===== config.mk =====
export PLATFORM = sky130hd
export DESIGN_NAME = sewg_write_guard
export DESIGN_NICKNAME = d
export VERILOG_FILES = /design/src/include/sewg_pkg.sv /design/src/verilog/sewg_write_guard.sv
export SDC_FILE = /design/constraint.sdc
export NUM_CORES = 2
export LEC_CHECK = 0
export BUFFER_PORTS_ARGS = -buffer_cell sky130_fd_sc_hd__buf_2
export CAP_MARGIN = 20
export CORE_ASPECT_RATIO = 1.25
export CORE_MARGIN = 2
export CORE_UTILIZATION = 50
export CTS_BUF_LIST = sky130_fd_sc_hd__clkbuf_16
export DETAILED_ROUTE_END_ITERATION = 10
export HOLD_SLACK_MARGIN = 0.03
export PLACE_DENSITY = 0.62
export SKIP_CTS_REPAIR_TIMING = 1
export SYNTH_ARGS = -nofsm -noshare
export SYNTH_HDL_FRONTEND = slang
export SYNTH_SLANG_ARGS = --single-unit

===== constraint.sdc =====
create_clock -name core_clk_i -period 10.5 [get_ports core_clk_i]
set_input_delay 2.1 -clock core_clk_i [delete_from_list [all_inputs] [get_ports core_clk_i]]
set_output_delay 2.1 -clock core_clk_i [all_outputs]
set_load 0.05 [all_outputs]

===== src/include/sewg_pkg.sv =====
package sewg_pkg;

  localparam int unsigned CLK_PERIOD_NS = 10;
  localparam int unsigned T_WR_NS = 5000000;
  // A longest time, so the division rounds down.
  localparam int unsigned WR_CYCLES = T_WR_NS / CLK_PERIOD_NS;

  localparam int unsigned MEM_DEPTH = 256;
  localparam int unsigned PAGE_BITS = 4;
  localparam int unsigned PROT_MSB = 7;
  localparam int unsigned FIFO_DEPTH = 8;

  localparam logic [3:0] DEV_TYPE_MEM = 4'hA;
  localparam logic [3:0] DEV_TYPE_PROT = 4'h6;
  localparam logic [3:0] BYTE_BITS = 4'h8;
  localparam logic [3:0] ACK_BIT = 4'h9;

  localparam logic [7:0] PCMD_SET_REV = 8'h01;
  localparam logic [7:0] PCMD_CLR_REV = 8'h02;
  localparam logic [7:0] PCMD_SET_PERM = 8'h04;

  typedef enum logic [2:0] {
    ST_IDLE = 3'b000,
    ST_DEV = 3'b001,
    ST_WADDR = 3'b010,
    ST_WDATA = 3'b011,
    ST_PCMD = 3'b100,
    ST_RDATA = 3'b101
  } sewg_state_t;

  typedef struct packed {
    logic [7:0] addr;
    logic [7:0] data;
  } sewg_wr_req_t;

endpackage : sewg_pkg


===== src/verilog/sewg_write_guard.sv =====
`timescale 1ns/1ps

////////////////////////////////////////////////////////////////////////////////

module sewg_fifo #(
  parameter int WIDTH = 16,
  parameter int DEPTH = 8
) (
  // Clock and reset.
  input wire logic core_clk_i,
  input wire logic reset_i,
  // Fill side.
  input wire logic in_valid_i,
  output logic in_ready_o,
  input wire logic [WIDTH-1:0] in_data_i,
  // Drain side.
  output logic out_valid_o,
  input wire logic out_ready_i,
  output logic [WIDTH-1:0] out_data_o
);
  localparam int AW = $clog2(DEPTH);

  logic [WIDTH-1:0] mem_r [DEPTH];
  logic [AW:0] wr_ptr_r;
  logic [AW:0] rd_ptr_r;

  wire full = (wr_ptr_r[AW] != rd_ptr_r[AW]) && (wr_ptr_r[AW-1:0] == rd_ptr_r[AW-1:0]);
  wire empty = (wr_ptr_r == rd_ptr_r);
  wire push = in_valid_i & ~full;
  wire pop = out_ready_i & ~empty;

  assign in_ready_o = ~full;
  assign out_valid_o = ~empty;
  assign out_data_o = mem_r[rd_ptr_r[AW-1:0]];

  always_ff @(posedge core_clk_i or posedge reset_i) begin
    if (reset_i) begin
      wr_ptr_r <= '0;
      rd_ptr_r <= '0;
    end else begin
      if (push) wr_ptr_r <= wr_ptr_r + 1'b1;
      if (pop) rd_ptr_r <= rd_ptr_r + 1'b1;
    end
  end

  always_ff @(posedge core_clk_i) begin
    if (push) mem_r[wr_ptr_r[AW-1:0]] <= in_data_i;
  end

endmodule : sewg_fifo

////////////////////////////////////////////////////////////////////////////////

module sewg_write_guard #(
  parameter int unsigned WR_CYCLES = sewg_pkg::WR_CYCLES
) (
  // Clock and reset.
  input wire logic core_clk_i,
  input wire logic reset_i,
  // Two-wire link pins.
  input wire logic scl_i,
  input wire logic sda_i,
  output logic sda_o,
  output logic sda_oe_n_o,
  // Strapped pins.
  input wire logic [2:0] chip_select_straps_i,
  input wire logic write_guard_i,
  // Nonvolatile protection backing store.
  input wire logic nv_perm_i,
  input wire logic nv_rev_i,
  output logic perm_o,
  output logic rev_o,
  // Status.
  output logic busy_o
);
  ////////////////////////////////////////////////////////////////////////////////
  // Pin synchronisers and edge detection.

  logic scl_s1_r, scl_s2_r, scl_q_r;
  logic sda_s1_r, sda_s2_r, sda_q_r;
  logic [2:0] cs_s1_r, cs_s2_r;
  logic guard_s1_r, guard_s2_r;

  always_ff @(posedge core_clk_i or posedge reset_i) begin
    if (reset_i) begin
      scl_s1_r <= 1'b1;
      scl_s2_r <= 1'b1;
      scl_q_r <= 1'b1;
      sda_s1_r <= 1'b1;
      sda_s2_r <= 1'b1;
      sda_q_r <= 1'b1;
      cs_s1_r <= 3'h0;
      cs_s2_r <= 3'h0;
      guard_s1_r <= 1'b0;
      guard_s2_r <= 1'b0;
    end else begin
      scl_s1_r <= scl_i;
      scl_s2_r <= scl_s1_r;
      scl_q_r <= scl_s2_r;
      sda_s1_r <= sda_i;
      sda_s2_r <= sda_s1_r;
      sda_q_r <= sda_s2_r;
      // Floating pins are pulled low at the pad, so they arrive here as zero.
      cs_s1_r <= chip_select_straps_i;
      cs_s2_r <= cs_s1_r;
      guard_s1_r <= write_guard_i;
      guard_s2_r <= guard_s1_r;
    end
  end

  wire scl_rise = scl_s2_r & ~scl_q_r;
  wire scl_fall = ~scl_s2_r & scl_q_r;
  wire start_det = scl_s2_r & scl_q_r & sda_q_r & ~sda_s2_r;
  wire stop_det = scl_s2_r & scl_q_r & ~sda_q_r & sda_s2_r;

  ////////////////////////////////////////////////////////////////////////////////
  // Protocol state.

  sewg_pkg::sewg_state_t state_r, next_st_r;
  logic [3:0] bit_cnt_r;
  logic [7:0] shift_r;
  logic [7:0] tx_r;
  logic [7:0] addr_r;
  logic drive_low_r;
  logic master_nack_r;
  logic wrote_r;
  logic perm_r, rev_r;
  logic restore_done_r;
  logic [19:0] busy_cnt_r;
  logic [7:0] mem_r [sewg_pkg::MEM_DEPTH];

  wire busy = (busy_cnt_r != 20'h00000);
  wire byte_done = scl_fall & (bit_cnt_r == sewg_pkg::BYTE_BITS);
  wire ack_done = scl_fall & (bit_cnt_r == sewg_pkg::ACK_BIT);

  wire [3:0] dev_type = shift_r[7:4];
  wire cs_match = (shift_r[3:1] == cs_s2_r);
  wire dev_mem = (dev_type == sewg_pkg::DEV_TYPE_MEM) & cs_match & ~busy;
  wire dev_prot = (dev_type == sewg_pkg::DEV_TYPE_PROT) & cs_match & ~busy & ~perm_r
                  & ~shift_r[0];

  // Guard pin protects all; software bits protect only the lower half.
  wire sw_block = (perm_r | rev_r) & ~addr_r[sewg_pkg::PROT_MSB];
  wire blocked = guard_s2_r | sw_block;

  logic fifo_in_ready;
  logic fifo_out_valid;
  sewg_pkg::sewg_wr_req_t fifo_out;
  sewg_pkg::sewg_wr_req_t push_req;

  // A full buffer withholds the acknowledge of an unblocked byte so the controller sees back-pressure.
  wire wdata_ack = blocked | fifo_in_ready;
  wire ack_ok = (state_r == sewg_pkg::ST_DEV) ? (dev_mem | dev_prot) :
                (state_r == sewg_pkg::ST_WADDR) ? 1'b1 :
                (state_r == sewg_pkg::ST_WDATA) ? wdata_ack :
                (state_r == sewg_pkg::ST_PCMD) ? 1'b1 : 1'b0;
  wire push = byte_done & (state_r == sewg_pkg::ST_WDATA) & ~blocked & fifo_in_ready;
  wire rd_access = ack_done & (next_st_r == sewg_pkg::ST_RDATA);
  wire [2:0] tx_idx = 3'h7 - bit_cnt_r[2:0];

  assign push_req.addr = addr_r;
  assign push_req.data = shift_r;

  always_ff @(posedge core_clk_i or posedge reset_i) begin
    if (reset_i) begin
      state_r <= sewg_pkg::ST_IDLE;
      next_st_r <= sewg_pkg::ST_IDLE;
      bit_cnt_r <= 4'h0;
      shift_r <= 8'h00;
      tx_r <= 8'h00;
      addr_r <= 8'h00;
      drive_low_r <= 1'b0;
      master_nack_r <= 1'b0;
      wrote_r <= 1'b0;
    end else if (start_det) begin
      state_r <= sewg_pkg::ST_DEV;
      bit_cnt_r <= 4'h0;
      drive_low_r <= 1'b0;
      wrote_r <= 1'b0;
    end else if (stop_det) begin
      state_r <= sewg_pkg::ST_IDLE;
      drive_low_r <= 1'b0;
      wrote_r <= 1'b0;
    end else if (state_r != sewg_pkg::ST_IDLE) begin
      if (scl_rise) begin
        if (bit_cnt_r < sewg_pkg::BYTE_BITS) begin
          shift_r <= {shift_r[6:0], sda_s2_r};
          bit_cnt_r <= bit_cnt_r + 4'h1;
        end else begin
          master_nack_r <= sda_s2_r;
          bit_cnt_r <= sewg_pkg::ACK_BIT;
        end
      end else if (byte_done) begin
        if (state_r == sewg_pkg::ST_RDATA) begin
          drive_low_r <= 1'b0;
          next_st_r <= sewg_pkg::ST_RDATA;
        end else begin
          drive_low_r <= ack_ok;
          next_st_r <= sewg_pkg::ST_IDLE;
          if (ack_ok) begin
            unique case (state_r)
              sewg_pkg::ST_DEV: begin
                if (dev_prot) next_st_r <= sewg_pkg::ST_PCMD;
                else if (shift_r[0]) next_st_r <= sewg_pkg::ST_RDATA;
                else next_st_r <= sewg_pkg::ST_WADDR;
              end
              sewg_pkg::ST_WADDR: begin
                addr_r <= shift_r;
                next_st_r <= sewg_pkg::ST_WDATA;
              end
              sewg_pkg::ST_WDATA: begin
                // Only the in-page bits advance, so a long page wraps onto itself.
                addr_r <= {addr_r[7:4], addr_r[3:0] + 4'h1};
                wrote_r <= 1'b1;
                next_st_r <= sewg_pkg::ST_WDATA;
              end
              sewg_pkg::ST_PCMD: wrote_r <= 1'b1;
              default: next_st_r <= sewg_pkg::ST_IDLE;
            endcase
          end
        end
      end else if (ack_done) begin
        bit_cnt_r <= 4'h0;
        if (state_r == sewg_pkg::ST_RDATA && master_nack_r) begin
          state_r <= sewg_pkg::ST_IDLE;
          drive_low_r <= 1'b0;
        end else begin
          state_r <= next_st_r;
          if (next_st_r == sewg_pkg::ST_RDATA) begin
            tx_r <= mem_r[addr_r];
            drive_low_r <= ~mem_r[addr_r][7];
            addr_r <= addr_r + 8'h01;
          end else begin
            drive_low_r <= 1'b0;
          end
        end
      end else if (scl_fall && state_r == sewg_pkg::ST_RDATA) begin
        drive_low_r <= ~tx_r[tx_idx];
      end
    end
  end

  ////////////////////////////////////////////////////////////////////////////////
  // Protection bits and write cycle timer.

  always_ff @(posedge core_clk_i or posedge reset_i) begin
    if (reset_i) begin
      perm_r <= 1'b0;
      rev_r <= 1'b0;
      restore_done_r <= 1'b0;
    end else if (!restore_done_r) begin
      // Bits come back from the backing store on the first edge after reset.
      perm_r <= nv_perm_i;
      rev_r <= nv_rev_i;
      restore_done_r <= 1'b1;
    end else if (byte_done && state_r == sewg_pkg::ST_PCMD) begin
      // No command path ever clears the permanent bit.
      if (shift_r == sewg_pkg::PCMD_SET_PERM) perm_r <= 1'b1;
      if (shift_r == sewg_pkg::PCMD_SET_REV) rev_r <= 1'b1;
      if (shift_r == sewg_pkg::PCMD_CLR_REV) rev_r <= 1'b0;
    end
  end

  always_ff @(posedge core_clk_i or posedge reset_i) begin
    if (reset_i) begin
      busy_cnt_r <= 20'h00000;
    end else if (stop_det && wrote_r) begin
      busy_cnt_r <= WR_CYCLES[19:0];
    end else if (busy) begin
      busy_cnt_r <= busy_cnt_r - 20'h00001;
    end
  end

  ////////////////////////////////////////////////////////////////////////////////
  // Write buffer and array.

  // The array port is shared with read fetches, which take priority.
  sewg_fifo #(
    .WIDTH($bits(sewg_pkg::sewg_wr_req_t)),
    .DEPTH(sewg_pkg::FIFO_DEPTH)
  ) u_fifo (
    .core_clk_i(core_clk_i),
    .reset_i(reset_i),
    .in_valid_i(push),
    .in_ready_o(fifo_in_ready),
    .in_data_i(push_req),
    .out_valid_o(fifo_out_valid),
    .out_ready_i(~rd_access),
    .out_data_o(fifo_out)
  );

  always_ff @(posedge core_clk_i) begin
    if (fifo_out_valid && !rd_access) mem_r[fifo_out.addr] <= fifo_out.data;
  end

  assign sda_o = 1'b0;
  assign sda_oe_n_o = ~drive_low_r;
  assign perm_o = perm_r;
  assign rev_o = rev_r;
  assign busy_o = busy;

endmodule : sewg_write_guard


# After elaboration in Yosys (flattened, before gate mapping)
# Memory sizes are Yosys's and may differ from the RTL's.
# Index checks and enable logic that the tools add are counted.
op_classes:
  n_lt_le_gt_ge: 2
  mux: 63
  reduce_logical: 34
  n_addsub: 7
  bitwise: 47
  eq_ne: 31
ops:
  columns: ["op", "n"]
  rows:
  - ["$mux W8", 6]
  - ["$mux W20", 2]
  - ["$mux W1", 34]
  - ["$mux W3", 11]
  - ["$mux W4", 7]
  - ["$and A1 B1 Y1", 22]
  - ["$not A1 Y1", 21]
  - ["$reduce_bool A3 Y1", 7]
  - ["$reduce_bool A20 Y1", 1]
  - ["$sub A20 B1 Y20 const B", 1]
  - ["$add A4 B1 Y4 const B", 4]
  - ["$pmux W8 S2", 1]
  - ["$reduce_and A5 Y1", 3]
  - ["$eq A4 B4 Y1 const B", 3]
  - ["$reduce_and A11 Y1", 1]
  - ["$reduce_and A10 Y1", 1]
  - ["$eq A3 B3 Y1 const B", 3]
  - ["$ne A3 B1 Y1 const B", 3]
  - ["$ne A3 B3 Y1 const B", 3]
  - ["$add A8 B1 Y8 const B", 1]
  - ["$eq A8 B1 Y1 const B", 1]
  - ["$eq A8 B2 Y1 const B", 1]
  - ["$eq A8 B3 Y1 const B", 1]
  - ["$ne A2 B1 Y1 const B", 4]
  - ["other kinds (23)", 42]
totals:
  regBits: 82
  word_cells: 212
  n_memories: 2
  ram_bits: 2176
  output_inout_bits: 5
mem_list:
  columns: ["memory", "depth", "word_bits", "read_ports", "rd_ports_with_merged_regs", "write_ports", "line", "source"]
  rows:
  - ["mem_r", 256, 8, 1, 0, 1, "sewg_write_guard.sv:130", "logic [7:0] mem_r [sewg_pkg::MEM_DEPTH];"]
  - ["u_fifo.mem_r", 8, 16, 1, 0, 1, "sewg_write_guard.sv:23", "logic [WIDTH-1:0] mem_r [DEPTH];"]

# Depth between registers and ports, before layout
logic_depth:
  word_depth: 14
  ltp_mapped: 12
  ltp_nobuf: 9

# Cells and area by module
# Synthesis repeated with hierarchy kept, for this count alone.
unflattened:
  hier_cells: 4167
  hier_area_um2: 87896.8
modules_own_cells:
  columns: ["module", "area_each_um2", "instances", "cells_each"]
  rows:
  - ["sewg_write_guard", 82327.7, 1, 3922]
  - ["sewg_fifo", 5569.1, 1, 245]

# Worst setup path before layout
# Ideal clock, no wire load.
synth_timing:
  path_type: "flip-flop to flip-flop"
  start: "reg u_fifo.rd_ptr_r[0]"
  end: "mem mem_r[0][0], data pin"
  stages_incl_launch_ff: 6
  n_path_buf: 3
  path_slack_ns: 6.517
  period_less_slack_ns: 3.983
  t_arrival_ns: 3.428
  setup_time_ns: 0.555
  path_cell_list: "dfrtp_1 buf_6 buf_2 buf_1 mux4_2 mux2_2"
synth_rtl:
  columns: ["item", "line", "source"]
  rows:
  - ["start, declared", "sewg_write_guard.sv:25", "logic [AW:0] rd_ptr_r;"]
  - ["start signal, assigned", "sewg_write_guard.sv:42", "if (pop) rd_ptr_r <= rd_ptr_r + 1'b1;"]
  - ["end, declared", "sewg_write_guard.sv:130", null]

# Worst setup path in the final report
layout_timing:
  start: "reg addr_r[3]"
  end: "reg tx_r[6] (read register of mem_r)"
layout_via:
  elab_chain_cells: 1
layout_lines:
  columns: ["item", "line", "source"]
  rows:
  - ["start, declared", "sewg_write_guard.sv:123", "logic [7:0] addr_r;"]
  - ["start signal, assigned", "sewg_write_guard.sv:208", "addr_r <= shift_r;"]
  - ["start signal, assigned", "sewg_write_guard.sv:213", "addr_r <= {addr_r[7:4], addr_r[3:0] + 4'h1};"]
  - ["start signal, assigned", "sewg_write_guard.sv:232", "addr_r <= addr_r + 8'h01;"]
  - ["$mem_v2 Z256 W8", null, null]
  - ["end, declared", "sewg_write_guard.sv:122", "logic [7:0] tx_r;"]
# Every way passes these cells.
# A chain may end at the register's enable or synchronous reset.

==> flow_metrics.py <==
metrics = {
    "status": {
        "outcome": "completed",
    },
    "grt": {
        "grt_busiest_layer": "met2",
        "grt_overflow": 0,
        "grt_pass1_wl_mm": 321,
        "use_met2": 0.420,
        "met1_usage": 0.334,
        "grt_pass1_vias": 43300,
        "grt_max_degree": 194,
        "grt_usage": 0.250,
        "antenna_found_initial": 6,
        "gr-usage-met3": 0.0394,
    },
    "worst_setup_path": {
        "crit_buf_inv": 2,
        "crit_top_cell": "buf_4",
        "cp_slowest_stage_delay_ns": 0.91,
        "crit_path_start_kind": "register",
        "crit_chain": "buf_4 -> nand3b_1 -> buf_4 -> o22ai_1 -> a311o_1 -> a31oi_1 -> a211oi_1 -> a311oi_1 -> o31a_1",
        "endpoint_kind": "register",
        "regToRegSetupSlack_ns": 5.47,
        "r2r-start": "addr_r[3]",
        "cp.arrival_ns": 5.82,
        "worst_path_max_delay_cell": "a311oi_1",
        "r2r-end": "tx_r[6]",
        "crit_fanout": 49,
        "path_class": "register to register",
        "path_delay_family": "compound AO/OA/AOI/OAI gates",
        "ff2ff_path_depth": 9,
        "cp_data_required_time_ns": 11.29,
    },
    "die": {
        "die_h_um": 474,
        "die_w_um": 380,
        "rows": 172,
        "dieArea_um2": 180000,
        "start_util": 0.503,
        "io_pins": 15,
        "coreArea_um2": 176000,
    },
    "route": {
        "drt_first_pass_iters": 5,
        "drc_errors": 0,
        "vias": 43000,
        "drt_iter0_markers": 4995,
        "drt-total-wl_mm": 224,
        "postRouteAntennaNets": 0,
        "vias_per_cell": 6.30,
        "wl_per_cell_um": 32.8,
    },
    "clock_network": {
        "cts_root_buf": "clkbuf_16",
        "cts_sinks": 2258,
        "clock_path_buffers": 3,
        "htree_levels": 4,
        "clock_latency_ns": 0.86,
        "numCtsBuffers": 207,
        "cts_tree": "yes",
        "clk_pin_slew_ns": 0.06,
    },
    "power": {
        "power.leakage_uw": 0.0296,
        "powerDensity_nw_per_um2": 177,
        "vdd_ir_drop_max_mv": 0.184,
    },
    "sta": {
        "rsz0062_at_grt": "false",
        "finalHoldViolCount": 0,
        "drv_slew": 0,
        "fin_skew_ns": 0.0351,
        "setup_tns_ns": 0,
        "fin_crit_sh": 0.479,
        "post-route-min-period_ns": 5.03,
        "tightest_slew_ns": 1.22,
        "slew_headroom": 0.183,
        "timing.fmax_mhz": 199,
        "setup_viol": 0,
    },
    "logic_synthesis": {
        "synth_edf_count": 2176,
        "ys_seq_area_frac": 0.764,
        "synthDistinctLibCells": 84,
        "ys_top_cells_by_count": "2,176 x edfxtp_1, 570 x mux4_2, 344 x nor2_1, 166 x nand2_1, 103 x clkbuf_1",
        "syn_inst": 4237,
        "ys_ff_latch": 2258,
        "synthArstFlopShare": 0.0363,
        "synth_top_family_by_area": "multiplexers",
        "synth-xor-area-share": 0.00268,
        "yosys-top-cells-area": "edfxtp_1 74%, mux4_2 15%, dfrtp_1 2.2%",
        "synth_compound_gate_area_share": 0.0271,
        "synth_flop_cell": "edfxtp_1",
        "synth_top_area_frac": 0.740,
        "syn_nets": 4254,
        "yosysMostFrequentCell": "edfxtp_1",
        "synth_top_cell_by_area": "edfxtp_1",
        "yosys.area_share.adder": 0.000992,
        "syn_area_per_cell_um2": 20.8,
        "yosys_warnings": 0,
        "netlist_area_um2": 88300,
        "synth-simple-area-share": 0.0357,
        "synth_mux_area_frac": 0.154,
    },
    "final_layout": {
        "utilization": 0.556,
        "drive_gt1_frac": 0.238,
        "syn_to_final_growth_pct": 10.5,
        "fill_cells": 13100,
        "layout.nets": 4324,
    },
    "placed_design": {
        "port_buffers": 13,
        "dp_hpwl_mm": 135,
        "place_congestion": 0.844,
    },
    "min_path": {
        "hold_depth": 0,
        "hp-class": "register to register",
        "hold_end": "cs_s2_r[1]",
        "min_from": "cs_s1_r[1]",
    },
    "run": {
        "maxCapViolations": 0,
    },
}
## final cells by class
class | instances | area, um2 | share of cell area
flip-flops and latches | 2258 | 67400 | 0.691
multi-input cells | 1716 | 19600 | 0.201
clock buffers | 212 | 5310 | 0.0544
well taps | 2349 | 2940 | 0.0301
clock inverters | 167 | 1310 | 0.0135
repair buffers | 109 | 925 | 0.00948
inverters | 15 | 60.1 | 0.000616
diodes | 3 | 7.51 | 0.0000769
## through the flow
step	power, uW	cell area, um2	hold slack [ns]	worst slack, ns	instances
2_1_floorplan	10100	88300	0.331	6.30	4237
3_3_place_gp	10100	90800	0.343	5.41	6441
3_5_place_dp	10100	90900	0.343	5.42	6443
4_1_cts	17400	97500	0.362	5.42	6822
5_1_grt	17700	97600	0.363	5.40	6827
6_report	17300	97600	0.363	5.47	6829
## cell usage in the layout (no fill, tap or decap), types with 45 or more instances in the layout
cell type  instances
edfxtp_1        2176
mux4_2           570
nor2_1           342
clkbuf_16        212
nand2_1          166
buf_4             86
dfrtp_1           67
a31oi_1           59
nand3_1           57
a22oi_1           52
inv_1             51
o22ai_1           47
clkinv_1          45
## logic make-up after synthesis
family	after synthesis
flip-flops	2258
AND/OR/NAND/NOR	700
multiplexers	637
AO/OA/AOI/OAI	343
buffers and inverters	263
XOR/XNOR	27
adder cells (fa/ha/maj)	7
other	2
## worst max-delay path by stage
stage / startpoint / endpoint / slack, ns / depth (start not counted)
after floorplan: reset_i / addr_r[0] / 6.30 / 1
after global placement: addr_r[0] / tx_r[4] / 5.41 / 7
after detailed placement: addr_r[0] / tx_r[4] / 5.42 / 7
after CTS: addr_r[0] / tx_r[4] / 5.42 / 7
after global routing: busy_cnt_r[2] / busy_o / 5.40 / 4
final: addr_r[3] / tx_r[6] / 5.47 / 9
## where the power goes
group / leakage [uW] / switching [uW] / internal, uW
combinational: 0.00560 / 45.5 / 32.8
clock: 0.00336 / 3300 / 4080
sequential: 0.0206 / 77.3 / 9770
## flip-flops by register name, indices dropped and copies added, names as in the netlist, 3 cells and up
register         cells
mem_r             2048
u_fifo.mem_r       128
busy_cnt_r          20
addr_r               8
shift_r              8
tx_r                 8
bit_cnt_r            4
u_fifo.rd_ptr_r      4
u_fifo.wr_ptr_r      4
cs_s1_r              3
cs_s2_r              3
next_st_r            3
state_r              3
## layer usage
layer  share of wire  wire length [um]
met1            0.39             86400
met2            0.51            114000
met3           0.071             15900
met4           0.036              7960
met5               0                 0
(Power assumes the default switching activity.)
